`src/design/cmp_sel_pkg.sv`:
```
// ============================================================
// comparator input selection constants
package cmp_sel_pkg;

  // register offsets on the plain register port
  localparam logic [3:0] OFF_CONTROL_B = 4'h0;
  localparam logic [3:0] OFF_CHANNEL = 4'h1;
  localparam logic [3:0] OFF_CONTROL_A = 4'h2;
  localparam logic [3:0] OFF_COMP_STATUS = 4'h3;
  localparam logic [3:0] OFF_SELECT_STATUS = 4'h4;

  // field positions
  localparam int MUX_EN_BIT = 6;
  localparam int DIV_LO_BIT = 4;
  localparam int CONV_EN_BIT = 7;
  localparam int REFSRC_LO_BIT = 6;
  localparam int IREF_SEL_BIT = 6;

  // reset values
  localparam logic [7:0] CONTROL_B_RESET = 8'h00;
  localparam logic [7:0] CHANNEL_RESET = 8'h00;
  localparam logic [7:0] CONTROL_A_RESET = 8'h00;
  localparam logic [7:0] COMP_STATUS_RESET = 8'h00;

  // writable bit masks
  localparam logic [7:0] CONTROL_B_MASK = 8'h70;
  localparam logic [7:0] CHANNEL_MASK = 8'hdf;
  localparam logic [7:0] CONTROL_A_MASK = 8'h80;
  localparam logic [7:0] COMP_STATUS_MASK = 8'h40;

  // channel and reference codes
  localparam logic [4:0] CHANNEL_LAST = 5'h0a;
  localparam logic [4:0] CHANNEL_CURRENT_SOURCE_OUTPUT = 5'h03;
  localparam logic [1:0] REFSRC_1V1 = 2'h1;
  localparam logic [1:0] REFSRC_2V56 = 2'h3;

  // positive input source
  typedef enum logic [1:0] {POS_PIN, POS_CHANNEL, POS_UNDEFINED} pos_src_t;
  // negative input source
  typedef enum logic [1:0] {NEG_PIN, NEG_REF_1V1, NEG_REF_2V56, NEG_UNDEFINED} neg_src_t;

endpackage

```
`src/design/comparator_input_select.sv`:
```
// What this block does
// - with mux enable set and converter off, the channel field picks the positive input.
// - with mux enable clear or converter on, the dedicated positive pin is used.
// - channel codes 0 through 10 pick analog channels 0 through 10, code 3 shared with the current source.
// - with internal reference select clear, the dedicated negative pin is used.
// - with internal reference select set, the reference field picks the internal level on the negative input; codes 00 and 10 connect none.
// - reference field 01 gives the 1.1 V reference regardless of the divider.
// - reference field 11 with divider 00..11 gives 2.56 V scaled by 1, 1/2, 1/4, 1/8.
// - mux enable is bit 6 of control register b, reset zero, read/write.
// - divider select is bits 5:4 of control register b, effective only with reference select set.
//
// Chosen here: the address map and the plain strobed port.
`timescale 1ns/100ps
module comparator_input_select (
  input wire logic ref_clk,
  input wire logic reset,
  input wire logic [3:0] reg_addr,
  input wire logic [7:0] reg_wdata,
  input wire logic reg_write,
  input wire logic reg_read,
  output logic [7:0] reg_rdata,
  output logic pos_pin_sel,
  output logic [10:0] pos_channel_sel,
  output logic pos_current_source,
  output logic neg_pin_sel,
  output logic neg_ref_1v1_sel,
  output logic neg_ref_2v56_sel,
  output logic [1:0] neg_divider
);

  // ============================================================
  // state
  typedef struct packed {
    logic [7:0] control_b;
    logic [7:0] channel;
    logic [7:0] control_a;
    logic [7:0] comp_status;
    logic [7:0] rdata;
    cmp_sel_pkg::pos_src_t pos_src;
    logic [10:0] pos_onehot;
    logic pos_current_source_output;
    cmp_sel_pkg::neg_src_t neg_src;
    logic [1:0] div;
    logic pos_pin;
    logic neg_pin;
    logic neg_1v1;
    logic neg_2v56;
  } state_t;

  state_t s_q;
  state_t s_d;

  logic mux_en;
  logic conv_en;
  logic iref_sel;
  logic [4:0] chan;
  logic [1:0] refsrc;
  logic [1:0] divsel;

  // current control fields
  assign mux_en = s_q.control_b[cmp_sel_pkg::MUX_EN_BIT];
  assign divsel = s_q.control_b[cmp_sel_pkg::DIV_LO_BIT +: 2];
  assign conv_en = s_q.control_a[cmp_sel_pkg::CONV_EN_BIT];
  assign refsrc = s_q.channel[cmp_sel_pkg::REFSRC_LO_BIT +: 2];
  assign chan = s_q.channel[4:0];
  assign iref_sel = s_q.comp_status[cmp_sel_pkg::IREF_SEL_BIT];

  // ============================================================
  // next state
  always_comb
  begin
    s_d = s_q;
    s_d.rdata = 8'h00;
    // register writes, only writable bits kept
    if (reg_write)
    begin
      unique case (reg_addr)
        cmp_sel_pkg::OFF_CONTROL_B: s_d.control_b = reg_wdata & cmp_sel_pkg::CONTROL_B_MASK;
        cmp_sel_pkg::OFF_CHANNEL: s_d.channel = reg_wdata & cmp_sel_pkg::CHANNEL_MASK;
        cmp_sel_pkg::OFF_CONTROL_A: s_d.control_a = reg_wdata & cmp_sel_pkg::CONTROL_A_MASK;
        cmp_sel_pkg::OFF_COMP_STATUS: s_d.comp_status = reg_wdata & cmp_sel_pkg::COMP_STATUS_MASK;
        default: s_d.rdata = 8'h00; // unmapped writes ignored
      endcase
    end
    // reads answer one cycle later, unmapped reads give zero
    if (reg_read)
    begin
      unique case (reg_addr)
        cmp_sel_pkg::OFF_CONTROL_B: s_d.rdata = s_q.control_b;
        cmp_sel_pkg::OFF_CHANNEL: s_d.rdata = s_q.channel;
        cmp_sel_pkg::OFF_CONTROL_A: s_d.rdata = s_q.control_a;
        cmp_sel_pkg::OFF_COMP_STATUS: s_d.rdata = s_q.comp_status;
        cmp_sel_pkg::OFF_SELECT_STATUS: s_d.rdata = {2'b00, s_q.neg_src, 2'b00, s_q.pos_src};
        default: s_d.rdata = 8'h00;
      endcase
    end
    // positive input decode from the current bits
    s_d.pos_onehot = 11'h000;
    s_d.pos_current_source_output = 1'b0;
    if (mux_en && !conv_en)
    begin
      if (chan <= cmp_sel_pkg::CHANNEL_LAST)
      begin
        s_d.pos_src = cmp_sel_pkg::POS_CHANNEL;
        s_d.pos_onehot = 11'h001 << chan;
        s_d.pos_current_source_output = (chan == cmp_sel_pkg::CHANNEL_CURRENT_SOURCE_OUTPUT);
      end
      else
      begin
        // undefined codes connect nothing rather than guess a source
        s_d.pos_src = cmp_sel_pkg::POS_UNDEFINED;
      end
    end
    else
    begin
      s_d.pos_src = cmp_sel_pkg::POS_PIN;
    end
    // negative input decode
    s_d.div = 2'b00;
    if (!iref_sel)
    begin
      s_d.neg_src = cmp_sel_pkg::NEG_PIN;
    end
    else if (refsrc == cmp_sel_pkg::REFSRC_1V1)
    begin
      s_d.neg_src = cmp_sel_pkg::NEG_REF_1V1;
    end
    else if (refsrc == cmp_sel_pkg::REFSRC_2V56)
    begin
      s_d.neg_src = cmp_sel_pkg::NEG_REF_2V56;
      s_d.div = divsel;
    end
    else
    begin
      // other reference codes have no defined comparator level
      s_d.neg_src = cmp_sel_pkg::NEG_UNDEFINED;
    end
    // one flag per source, so each select output leaves its own flip-flop
    s_d.pos_pin = (s_d.pos_src == cmp_sel_pkg::POS_PIN);
    s_d.neg_pin = (s_d.neg_src == cmp_sel_pkg::NEG_PIN);
    s_d.neg_1v1 = (s_d.neg_src == cmp_sel_pkg::NEG_REF_1V1);
    s_d.neg_2v56 = (s_d.neg_src == cmp_sel_pkg::NEG_REF_2V56);
  end

  // ============================================================
  // registers
  always_ff @(posedge ref_clk)
  begin
    if (reset)
    begin
      s_q.control_b <= cmp_sel_pkg::CONTROL_B_RESET;
      s_q.channel <= cmp_sel_pkg::CHANNEL_RESET;
      s_q.control_a <= cmp_sel_pkg::CONTROL_A_RESET;
      s_q.comp_status <= cmp_sel_pkg::COMP_STATUS_RESET;
      s_q.rdata <= 8'h00;
      s_q.pos_src <= cmp_sel_pkg::POS_PIN;
      s_q.pos_onehot <= 11'h000;
      s_q.pos_current_source_output <= 1'b0;
      s_q.neg_src <= cmp_sel_pkg::NEG_PIN;
      s_q.div <= 2'b00;
      s_q.pos_pin <= 1'b1;
      s_q.neg_pin <= 1'b1;
      s_q.neg_1v1 <= 1'b0;
      s_q.neg_2v56 <= 1'b0;
    end
    else
    begin
      s_q <= s_d;
    end
  end

  // ============================================================
  // outputs
  // straight from flip-flops, so the analog switches never see a decode glitch
  assign reg_rdata = s_q.rdata;
  assign pos_pin_sel = s_q.pos_pin;
  assign pos_channel_sel = s_q.pos_onehot;
  assign pos_current_source = s_q.pos_current_source_output;
  assign neg_pin_sel = s_q.neg_pin;
  assign neg_ref_1v1_sel = s_q.neg_1v1;
  assign neg_ref_2v56_sel = s_q.neg_2v56;
  assign neg_divider = s_q.div;
endmodule

```
`config.mk`:
```
export PLATFORM = sky130hd
export DESIGN_NAME = comparator_input_select
export DESIGN_NICKNAME = d
export VERILOG_FILES = /design/src/design/cmp_sel_pkg.sv /design/src/design/comparator_input_select.sv
export SDC_FILE = /design/constraint.sdc
export NUM_CORES = 1
export LEC_CHECK = 0
export BUFFER_PORTS_ARGS = -buffer_cell sky130_fd_sc_hd__buf_2
export CAP_MARGIN = 25
export CORE_MARGIN = 3
export CORE_UTILIZATION = 45
export CTS_BUF_LIST = sky130_fd_sc_hd__clkbuf_8
export CTS_CLUSTER_SIZE = 25
export DETAILED_ROUTE_END_ITERATION = 8
export PLACE_DENSITY = 0.72
export SLEW_MARGIN = 20
export SYNTH_ARGS = -nofsm -noshare
export SYNTH_HDL_FRONTEND = slang
export SYNTH_SLANG_ARGS = --single-unit
```
`constraint.sdc`:
```
create_clock -name ref_clk -period 1.33 [get_ports ref_clk]
set_input_delay 0.133 -clock ref_clk [delete_from_list [all_inputs] [get_ports ref_clk]]
set_output_delay 0.133 -clock ref_clk [all_outputs]
set_load 0.05 [all_outputs]
```
Yosys cells after proc, flatten, opt, wreduce, memory -nomap -nowiden
Index checks and enable logic that the tools add are counted.

Register bits: 42. Input bits: 16. Word-level logic and storage cells: 47.

Magnitude comparators: 1. Eq/ne operators: 9. Shift operators: 1. Muxes and demuxes: 7. Bitwise logic cells: 4. Reductions and logical operators: 11.

Operator list (number): $pmux 8 s5 (1); $shl 1x5->11 const A (1); $eq 4x2->1 const B (2); $mux 2 (4); $mux 8 (1); $reduce_and 2->1 (4); $eq 5x2->1 const B (1); $le 5x4->1 const B (1); $eq 2x1->1 const B (2); $eq 2x2->1 const B (2); $eq 4x1->1 const B (1); $eq 4x3->1 const B (1); $logic_not 2->1 (2); $logic_not 4->1 (1); $not 1->1 (4); $reduce_or 4->1 (1); $reduce_or 3->1 (1); $logic_and 1x1->1 (1); $logic_not 1->1 (1); $mux 1 (1).

Logic depth before layout (Yosys ltp)
Gate-level depths: netlist of the first run.

Depth in word-level cells: 5. Depth in mapped cells: 5. Mapped depth without buffers: 3.

Least setup slack after synthesis of the first run
OpenSTA, ideal clock, no wires.

Path type: input to register. Start point: input port reg_addr[2]. End point: register s_q (netlist bit divsel[0]). Setup time: 132 ps. Arrival: 1006 ps. Required time: 1198 ps. Setup slack: 192 ps. Cell stages on the path: 5. Path buffers: 2. Cells stage by stage: buf_6 > or3b_4 > buf_6 > o31ai_4 > a21oi_1.

Cells in the longest elaborated chain, start to end: 2.

Ends and longest elaborated chain: start, declared (line comparator_input_select.sv:17) `input wire logic [3:0] reg_addr,`; $logic_not 4->1 (line comparator_input_select.sv:77) `unique case (reg_addr)`; $reduce_and 2->1 (no source line); end, declared (line comparator_input_select.sv:50) `state_t s_q;`.

No other way between the ends. A chain may end at the register's enable or synchronous reset.

Final worst setup path of the first run
Start point: register s_q (netlist bit conv_en). End point: register s_q (netlist bit pos_channel_sel[1]).

Cells in the longest elaborated chain, start to end: 4.

Ends and longest elaborated chain: $logic_not 1->1 (line comparator_input_select.sv:100) `if (mux_en && !conv_en)`; $logic_and 1x1->1 (line comparator_input_select.sv:100); $not 1->1 (no source line); $reduce_or 3->1 (no source line).

No other way between the ends.

==> run metrics, run 1 <==
DRT Pass-1 Iters=4; crit share post-route=0.8631; Synth Net Count=186; fin crit period=1.148 ns; Skew-Pair Late Insertion Delay=0.30 ns; routed via count=1,195; Post-Synthesis Cells=170; height of the die=66.65 um; reg-to-reg setup timing slack=0.18 ns; crit end category=register; main flop type after synthesis=dfxtp_1; Final Non-Filler Cells=241; die width=66.65 um; crit start category=register; Setup-failing EPs final=0; RD Place Congestion=0.7671; syn avg cell area=9.737 um2; post-DR wirelength/cell=12.11 um; clk root buf=clkbuf_8; register area share after synthesis=0.5079; first-pass GRT wire length=4871 um; hpwl dp=2193 um; initial cell density of the core=0.4809; number of antenna diodes=0; initial antenna violation count=0; fraction of layout instances using a drive strength above 1=0.3231; worst hold path type=input port to register; biggest area consumer among synthesized cells=dfxtp_1; ys async rst share=0; DR DRC count=0; vias in the first global route=1,101; Row Count=21; setup TNS=0 ns; number of port buffers=41; Worst EP required=1.55 ns; PD cells=1194 nW/um2; EDFF count, synth=0; Yosys Warn Count=0; post-CTS setup buffer count=0; Syn-to-layout area delta=11.49%; number of synthesized register bits=42; number of placed instances, taps included=233; Synth top area share=0.5079; Num CTS Buffers=5; CTS tree=done; RSZ-0062 raised after global routing=no; grt total ovfl=0; io pins=42; filler instances=311; Max-Cap Viols=0; cts hold-fix bufs=0; Synth cell types=33; crit-path max FO=5; status=finished, final reports clean; Sink Count=42; H-tree depth=2; relative slew slack=0.7579; clk_skew=0.01055 ns; routed vias/inst=4.959; Slew Limit Fails=0; Max Buffers Root-to-Sink=2; critical path type=register to register; Core Util, Final=0.5362; Peak supply drop=0.5332 mV; largest net degree at the start of global routing=16; core footprint=3442 um2; max frequency=0.8711 GHz; Nets=210; leak pwr=0.0007309 uW; Post-CTS Resized=0; die area=4442 um2; synth top area cells=dfxtp_1, buf_4, a21oi_1, nand3_1, nor2_1; clk slew on worst S/H paths=0.08 ns; Routed Antenna Nets=0; Mapped Area=1655 um2; Iteration-0 DRC Markers=52; Global Route Usage Sum=0.1454; WP data arrival=1.37 ns; WL final=2919 um; Worst Tran Pin Value=0.3618 ns; number of hold violations in the final report=0
final timing paths:
kind | startpoint | end | depth (start not counted)
max reg2reg | conv_en | pos_channel_sel[1] | 4
min reg2reg | mux_en | mux_en | 2
max | conv_en | pos_channel_sel[1] | 4
min | reg_wdata[0] | chan[0] | 3
placed cells by master (no fill, tap or decap), types with 2 or more instances in the layout:
master       n
nand2b_1     4
nor3b_2      2
nand3_1     13
a21oi_1     15
nor2b_1      4
mux2i_1      3
buf_2       41
and2_1       4
nand2_1      3
o31ai_4      2
inv_1        2
o21a_1       2
nor2_1      15
nor3_1       5
buf_4        6
clkbuf_8     5
dfxtp_1     42
a32oi_1      2
nand3b_1     2
clkinvlp_4   2
o21ai_0      8
final cells by class:
cell class / count / area (um2) / share of cell area
Multi-Input combinational cell: 96 / 596.8 / 0.3234
Inverter: 2 / 7.507 / 0.004068
Timing Repair Buffer: 47 / 250.2 / 0.1356
Clock inverter: 3 / 23.77 / 0.01288
Tap cell: 46 / 57.56 / 0.03119
Sequential cell: 42 / 840.8 / 0.4556
Clock buffer: 5 / 68.82 / 0.03729
where the power goes:
part | internal (uW) | switching (uW)
Clock | 374 | 447
Combinational | 45.8 | 66.8
Sequential | 1260 | 6.97
Total | 1680 | 521
through the flow:
stage,hold WS (ns),power [uW],setup slack (ns),instance area (um2)
finish,0.08537,2203,0.1821,1846
global route,0.08231,2292,0.09514,1846
global placement,0.3962,1408,0.1365,1753
CTS,0.08310,2220,0.1869,1846
detailed placement,0.4022,1410,0.1080,1753
floorplan,0.2021,1366,0.1918,1655
registers in the layout, indices dropped and copies added (netlist names):
name,flops
neg_ref_2v56_sel,1
pos_pin_sel,1
refsrc,2
chan,5
pos_channel_sel,11
pos_current_source,1
neg_pin_sel,1
reg_rdata,8
conv_en,1
neg_ref_1v1_sel,1
iref_sel,1
divsel,2
neg_divider,2
s_q,4
mux_en,1
worst max-delay path, cell delays in order (launching register included):
cell and delay [ns]:
dfxtp_1 0.34, nor3b_2 0.23, buf_4 0.16, nand3_1 0.16, nor3_1 0.19
cells in the mapped netlist (all sizes together) (3+ instances only):
cell and number:
mux2i 3, a21oi 15, nor2b 4, nand2b 4, nor3b 3, clkbuf 4
and2 4, nand3 13, nor2 16, buf 26, nand2 3, o21ai 8
nor3 5, dfxtp 42, o31ai 3
layer usage:
metal	global-route usage	vias up	part of all wire
li1	-	608	-
met2	0.2314	28	0.47
met1	0.1760	553	0.44
met4	0.08376	0	0.023
met3	0.03710	6	0.070
met5	0	-	0
logic make-up after synthesis:
logic type	Yosys count	share of synthesized area
flip-flops	42	0.5079
multiplexers	3	0.01814
AO/OA/AOI/OAI	33	0.1353
buffers and inverters	32	0.1315
AND/OR/NAND/NOR	60	0.2071
No activity file was read; power rests on OpenSTA's default activity.
==> run 2: changes to the inputs <==
--- a/config.mk
+++ b/config.mk
@@ -7,12 +7,15 @@
 export LEC_CHECK = 0
 export BUFFER_PORTS_ARGS = -buffer_cell sky130_fd_sc_hd__buf_2
 export CAP_MARGIN = 25
+export CELL_PAD_IN_SITES_DETAIL_PLACEMENT = 1
+export CELL_PAD_IN_SITES_GLOBAL_PLACEMENT = 1
 export CORE_MARGIN = 3
-export CORE_UTILIZATION = 45
+export CORE_UTILIZATION = 44
 export CTS_BUF_LIST = sky130_fd_sc_hd__clkbuf_8
 export CTS_CLUSTER_SIZE = 25
 export DETAILED_ROUTE_END_ITERATION = 8
-export PLACE_DENSITY = 0.72
+export GPL_TIMING_DRIVEN = 0
+export PLACE_DENSITY = 0.89
 export SLEW_MARGIN = 20
 export SYNTH_ARGS = -nofsm -noshare
 export SYNTH_HDL_FRONTEND = slang
==> constraint.sdc (replaced) <==
create_clock -name ref_clk -period 1.4 [get_ports ref_clk]
set_input_delay 0.14 -clock ref_clk [delete_from_list [all_inputs] [get_ports ref_clk]]
set_output_delay 0.14 -clock ref_clk [all_outputs]
set_load 0.05 [all_outputs]
==> run metrics, run 2 (synthesized netlist as in run 1, its figures left out) <==
status=finished, final reports clean; Worst EP required=1.59 ns; worst hold path depth=3; number of placed instances, taps included=256; H-tree depth=2; largest net degree at the start of global routing=14; DRT Pass-1 Iters=4; Nets=233; setup TNS=0 ns; post-DR wirelength/cell=16.77 um; CTS tree=done; routed via count=1,396; hold_ws=0.1110 ns; P_int=1638 uW; Syn-to-layout area delta=21.69%; hpwl dp=3128 um; filler instances=427; Gate power share=0.056; Max Buffers Root-to-Sink=2; fin crit period=1.286 ns; WL final=4428 um; initial antenna violation count=0; Setup-failing EPs final=0; most common cell after layout, fill and taps aside=buf_2; routed vias/inst=5.288; Slew Limit Fails=0; max reg flops=11; initial cell density of the core=0.4773; Worst Tran Pin Value=0.4908 ns; io pins=42; RD Place Congestion=0.8275; number of antenna diodes=0; Iteration-0 DRC Markers=22; Num CTS Buffers=5; Design Power=2135 uW; vias in the first global route=1,448; Sw Share=0.2327; crit start category=register; clk root buf=clkbuf_8; Psw=496.9 uW; Final Non-Filler Cells=264; Global Route Usage Sum=0.2203; height of the die=67.34 um; WP data arrival=1.48 ns; die width=67.34 um; critical path type=register to register; number of hold violations in the final report=0; die area=4534 um2; post-CTS setup buffer count=0; crit share post-route=0.9189; register share of total power=0.564; PD cells=1060 nW/um2; Skew-Pair Late Insertion Delay=0.30 ns; fraction of layout instances using a drive strength above 1=0.3761; relative slew slack=0.6728; leak pwr=0.0008465 uW; RSZ-0062 raised after global routing=no; worst hold path type=input port to register; clk_skew=0.004492 ns; Peak supply drop=0.4406 mV; crit-path max FO=5; Sink Count=42; first-pass GRT wire length=7196 um; crit end category=register; Multi-input gate area=603.1 um2; number of port buffers=40; Row Count=21; core footprint=3468 um2; DR DRC count=0; grt total ovfl=0; clk slew on worst S/H paths=0.08 ns; register area=840.8 um2; Worst R2R Path Depth=3; max frequency=0.7773 GHz; Max-Cap Viols=0; clock share of power=0.379; most frequent cells in the layout=buf_2, dfxtp_1, buf_4, a21oi_1, nor2_1; Routed Antenna Nets=0
-- run 2: cell types whose count changed in the layout (fill, tap and decap cells not counted), moves of 2 or more --
cell | previous run | this run
buf_2 | 41 | 43
buf_6 | 0 | 2
clkbuf_1 | 0 | 4
buf_4 | 6 | 21
-- run 2: timing repair --
| action | CTS | global route |
|---|---|---|
| endpoints found under the setup margin | 0 | 2 |
| resized for setup | 0 | 1 |
| hold buffers | 0 | 0 |
| endpoints found under the hold margin | 0 | 0 |
-- run 2: worst paths after layout --
kind,startpoint,endpoint,slack [ns]
hold reg to reg,divsel[0],divsel[0],0.52
setup / recovery,mux_en,pos_channel_sel[9],0.11
hold / removal,reg_wdata[1],chan[1],0.11
setup reg to reg,mux_en,pos_channel_sel[9],0.11
-- run 2: layout make-up --
cell class,count,share of cell area
clock inverter,2,0.006211
timing repair buffer,40,0.09938
multi-input combinational,96,0.2994
inverter,2,0.003727
buffer,30,0.1043
clock buffer,6,0.04099
sequential,42,0.4174
tap,46,0.02857
-- run 2: per-stage QoR --
| stage | utilization | instance area (um2) | worst slack, ns |
|---|---|---|---|
| 2_1_floorplan | - | 1655 | 0.2548 |
| 3_3_place_gp | 0.5516 | 1913 | 0.1451 |
| 3_5_place_dp | 0.5516 | 1913 | 0.08274 |
| 4_1_cts | 0.5790 | 2008 | 0.06422 |
| 5_1_grt | 0.5808 | 2014 | 0.01592 |
| 6_report | 0.5808 | 2014 | 0.1135 |
-- run 2: power groups by stage --
stage	clock network, uW	registers (uW)	logic, uW
CTS	808	1200	119
detailed placement	0	1230	115
global route	871	1210	130
global placement	0	1230	107
floorplan	0	1230	65.7
finish	810	1210	121
-- run 2: worst max-delay path, cell delays in order (launching register included) --
cell and delay, ns:
dfxtp_1 0.38, nor3b_4 0.30, nand3b_1 0.17, nor4b_1 0.33
-- run 2: per-layer routing --
metal,track usage,vias up,part of all wire
li1,-,657,-
met1,0.2281,688,0.39
met2,0.4037,36,0.53
met3,0.04659,15,0.047
met4,0.1316,0,0.035
met5,0,-,0
==> run 3: changes to the inputs <==
==> constraint.sdc (replaced) <==
create_clock -name ref_clk -period 1.7 [get_ports ref_clk]
set_input_delay 0.17 -clock ref_clk [delete_from_list [all_inputs] [get_ports ref_clk]]
set_output_delay 0.17 -clock ref_clk [all_outputs]
set_load 0.05 [all_outputs]
==> run metrics, run 3 (synthesized netlist as in run 1, its figures left out) <==
status=finished, final reports clean; leak pwr=0.0008475 uW; crit end category=register; fin crit period=1.350 ns; Worst EP required=1.89 ns; Crit-path slowest cell=dfxtp_1; Psw=407.2 uW; Skew-Pair Late Insertion Delay=0.30 ns; Nets=233; Worst Tran Pin Value=0.4875 ns; Post-CTS Resized=0; register share of total power=0.565; die area=4534 um2; crit-path max FO=5; Syn-to-layout area delta=21.32%; DRT Pass-1 Iters=4; core footprint=3468 um2; fraction of layout instances using a drive strength above 1=0.3761; io pins=42; clk slew on worst S/H paths=0.08 ns; initial cell density of the core=0.4773; RSZ-0062 raised after global routing=no; routed vias/inst=5.299; WP data arrival=1.54 ns; number of antenna diodes=0; filler instances=428; Setup crit start=mux_en; WL final=4413 um; post-CTS setup buffer count=0; clk_skew=0.004197 ns; Sw Share=0.2319; crit-path cells=nor3b_2 > nand3b_1 > nor4b_1; first-pass GRT wire length=7196 um; number of hold violations in the final report=0; Worst R2R Path Depth=3; height of the die=67.34 um; PD cells=874.5 nW/um2; worst r2r src=mux_en; Multi-input gate area=596.8 um2; max frequency=0.7410 GHz; number of placed instances, taps included=256; die width=67.34 um; Num CTS Buffers=5; register area=840.8 um2; CTS tree=done; max reg flops=11; DR DRC count=0; Global Route Usage Sum=0.2203; Setup-failing EPs final=0; P_int=1349 uW; relative slew slack=0.6750; post-DR wirelength/cell=16.72 um; crit start category=register; Max-Cap Viols=0; design area=2008 um2; critical path type=register to register; most frequent cells in the layout=buf_2, dfxtp_1, buf_4, a21oi_1, nor2_1; clock share of power=0.379; Core Util, Final=0.5790; Row Count=21; worst hold path type=input port to register; Peak supply drop=0.3622 mV; Iteration-0 DRC Markers=22; crit share post-route=0.7938; Final Non-Filler Cells=264; RD Place Congestion=0.8275; Largest stage delay, worst path=0.37 ns; Slew Limit Fails=0; Worst R2R End=pos_channel_sel[9]; hpwl dp=3128 um; Sink Count=42; most common cell after layout, fill and taps aside=buf_2; Max Buffers Root-to-Sink=2; vias in the first global route=1,448; Design Power=1756 uW; Routed Antenna Nets=0; CP endpoint=pos_channel_sel[9]; H-tree depth=2; reg-to-reg setup timing slack=0.35 ns; DP Area=1913 um2; largest net degree at the start of global routing=14; routed via count=1,399; clk root buf=clkbuf_8; initial antenna violation count=0; number of port buffers=40; grt total ovfl=0; cts hold-fix bufs=0; setup TNS=0 ns; Gate power share=0.056
run 3: cell counts in the layout (fill, tap and decap cells not counted):
No cell type changed its count.
run 3: power by group through the flow:
stage	clock network, uW	logic, uW	registers [uW]
after floorplan	0	54.1	1010
final	665	98.6	992
after global placement	0	88.3	1010
after detailed placement	0	94.7	1020
after global routing	717	106	993
after CTS	665	97.6	992
run 3: critical path, delay by kind of cell, from the launching register on:
| kind | cells | cell delay, ns |
|---|---|---|
| DFF | 1 | 0.37 |
| and+or+nand+nor | 3 | 0.88 |
run 3: cell type report:
type,instances,area share
Sequential cell,42,0.4187
Multi-Input combinational cell,96,0.2972
Buffer,30,0.1047
Timing Repair Buffer,40,0.09969
Clock buffer,6,0.04112
Tap cell,46,0.02866
Clock inverter,2,0.006231
Inverter,2,0.003738
run 3: layer usage:
layer	up-vias	global-route usage	wire, um
li1	656	-	-
met1	694	0.2281	1714
met2	34	0.4037	2345
met3	15	0.04659	199
met4	0	0.1316	153
met5	-	0	0
run 3: how the worst min path moves through the flow:
stage | end | depth (start not counted) | start | slack [ns]
CTS | refsrc[1] | 3 | reg_wdata[7] | 0.15
detailed placement | refsrc[1] | 3 | reg_wdata[7] | 0.46
global route | chan[2] | 3 | reg_wdata[2] | 0.15
global placement | chan[2] | 3 | reg_wdata[2] | 0.43
floorplan | chan[1] | 1 | reset | 0.24
finish | chan[2] | 3 | reg_wdata[2] | 0.14
run 3: per-stage QoR:
stage | worst slack [ns] | hold slack (ns)
finish | 0.3505 | 0.1401
global placement | 0.4451 | 0.4298
CTS | 0.3642 | 0.1471
detailed placement | 0.3527 | 0.4553
global route | 0.2509 | 0.1489
floorplan | 0.5248 | 0.2391
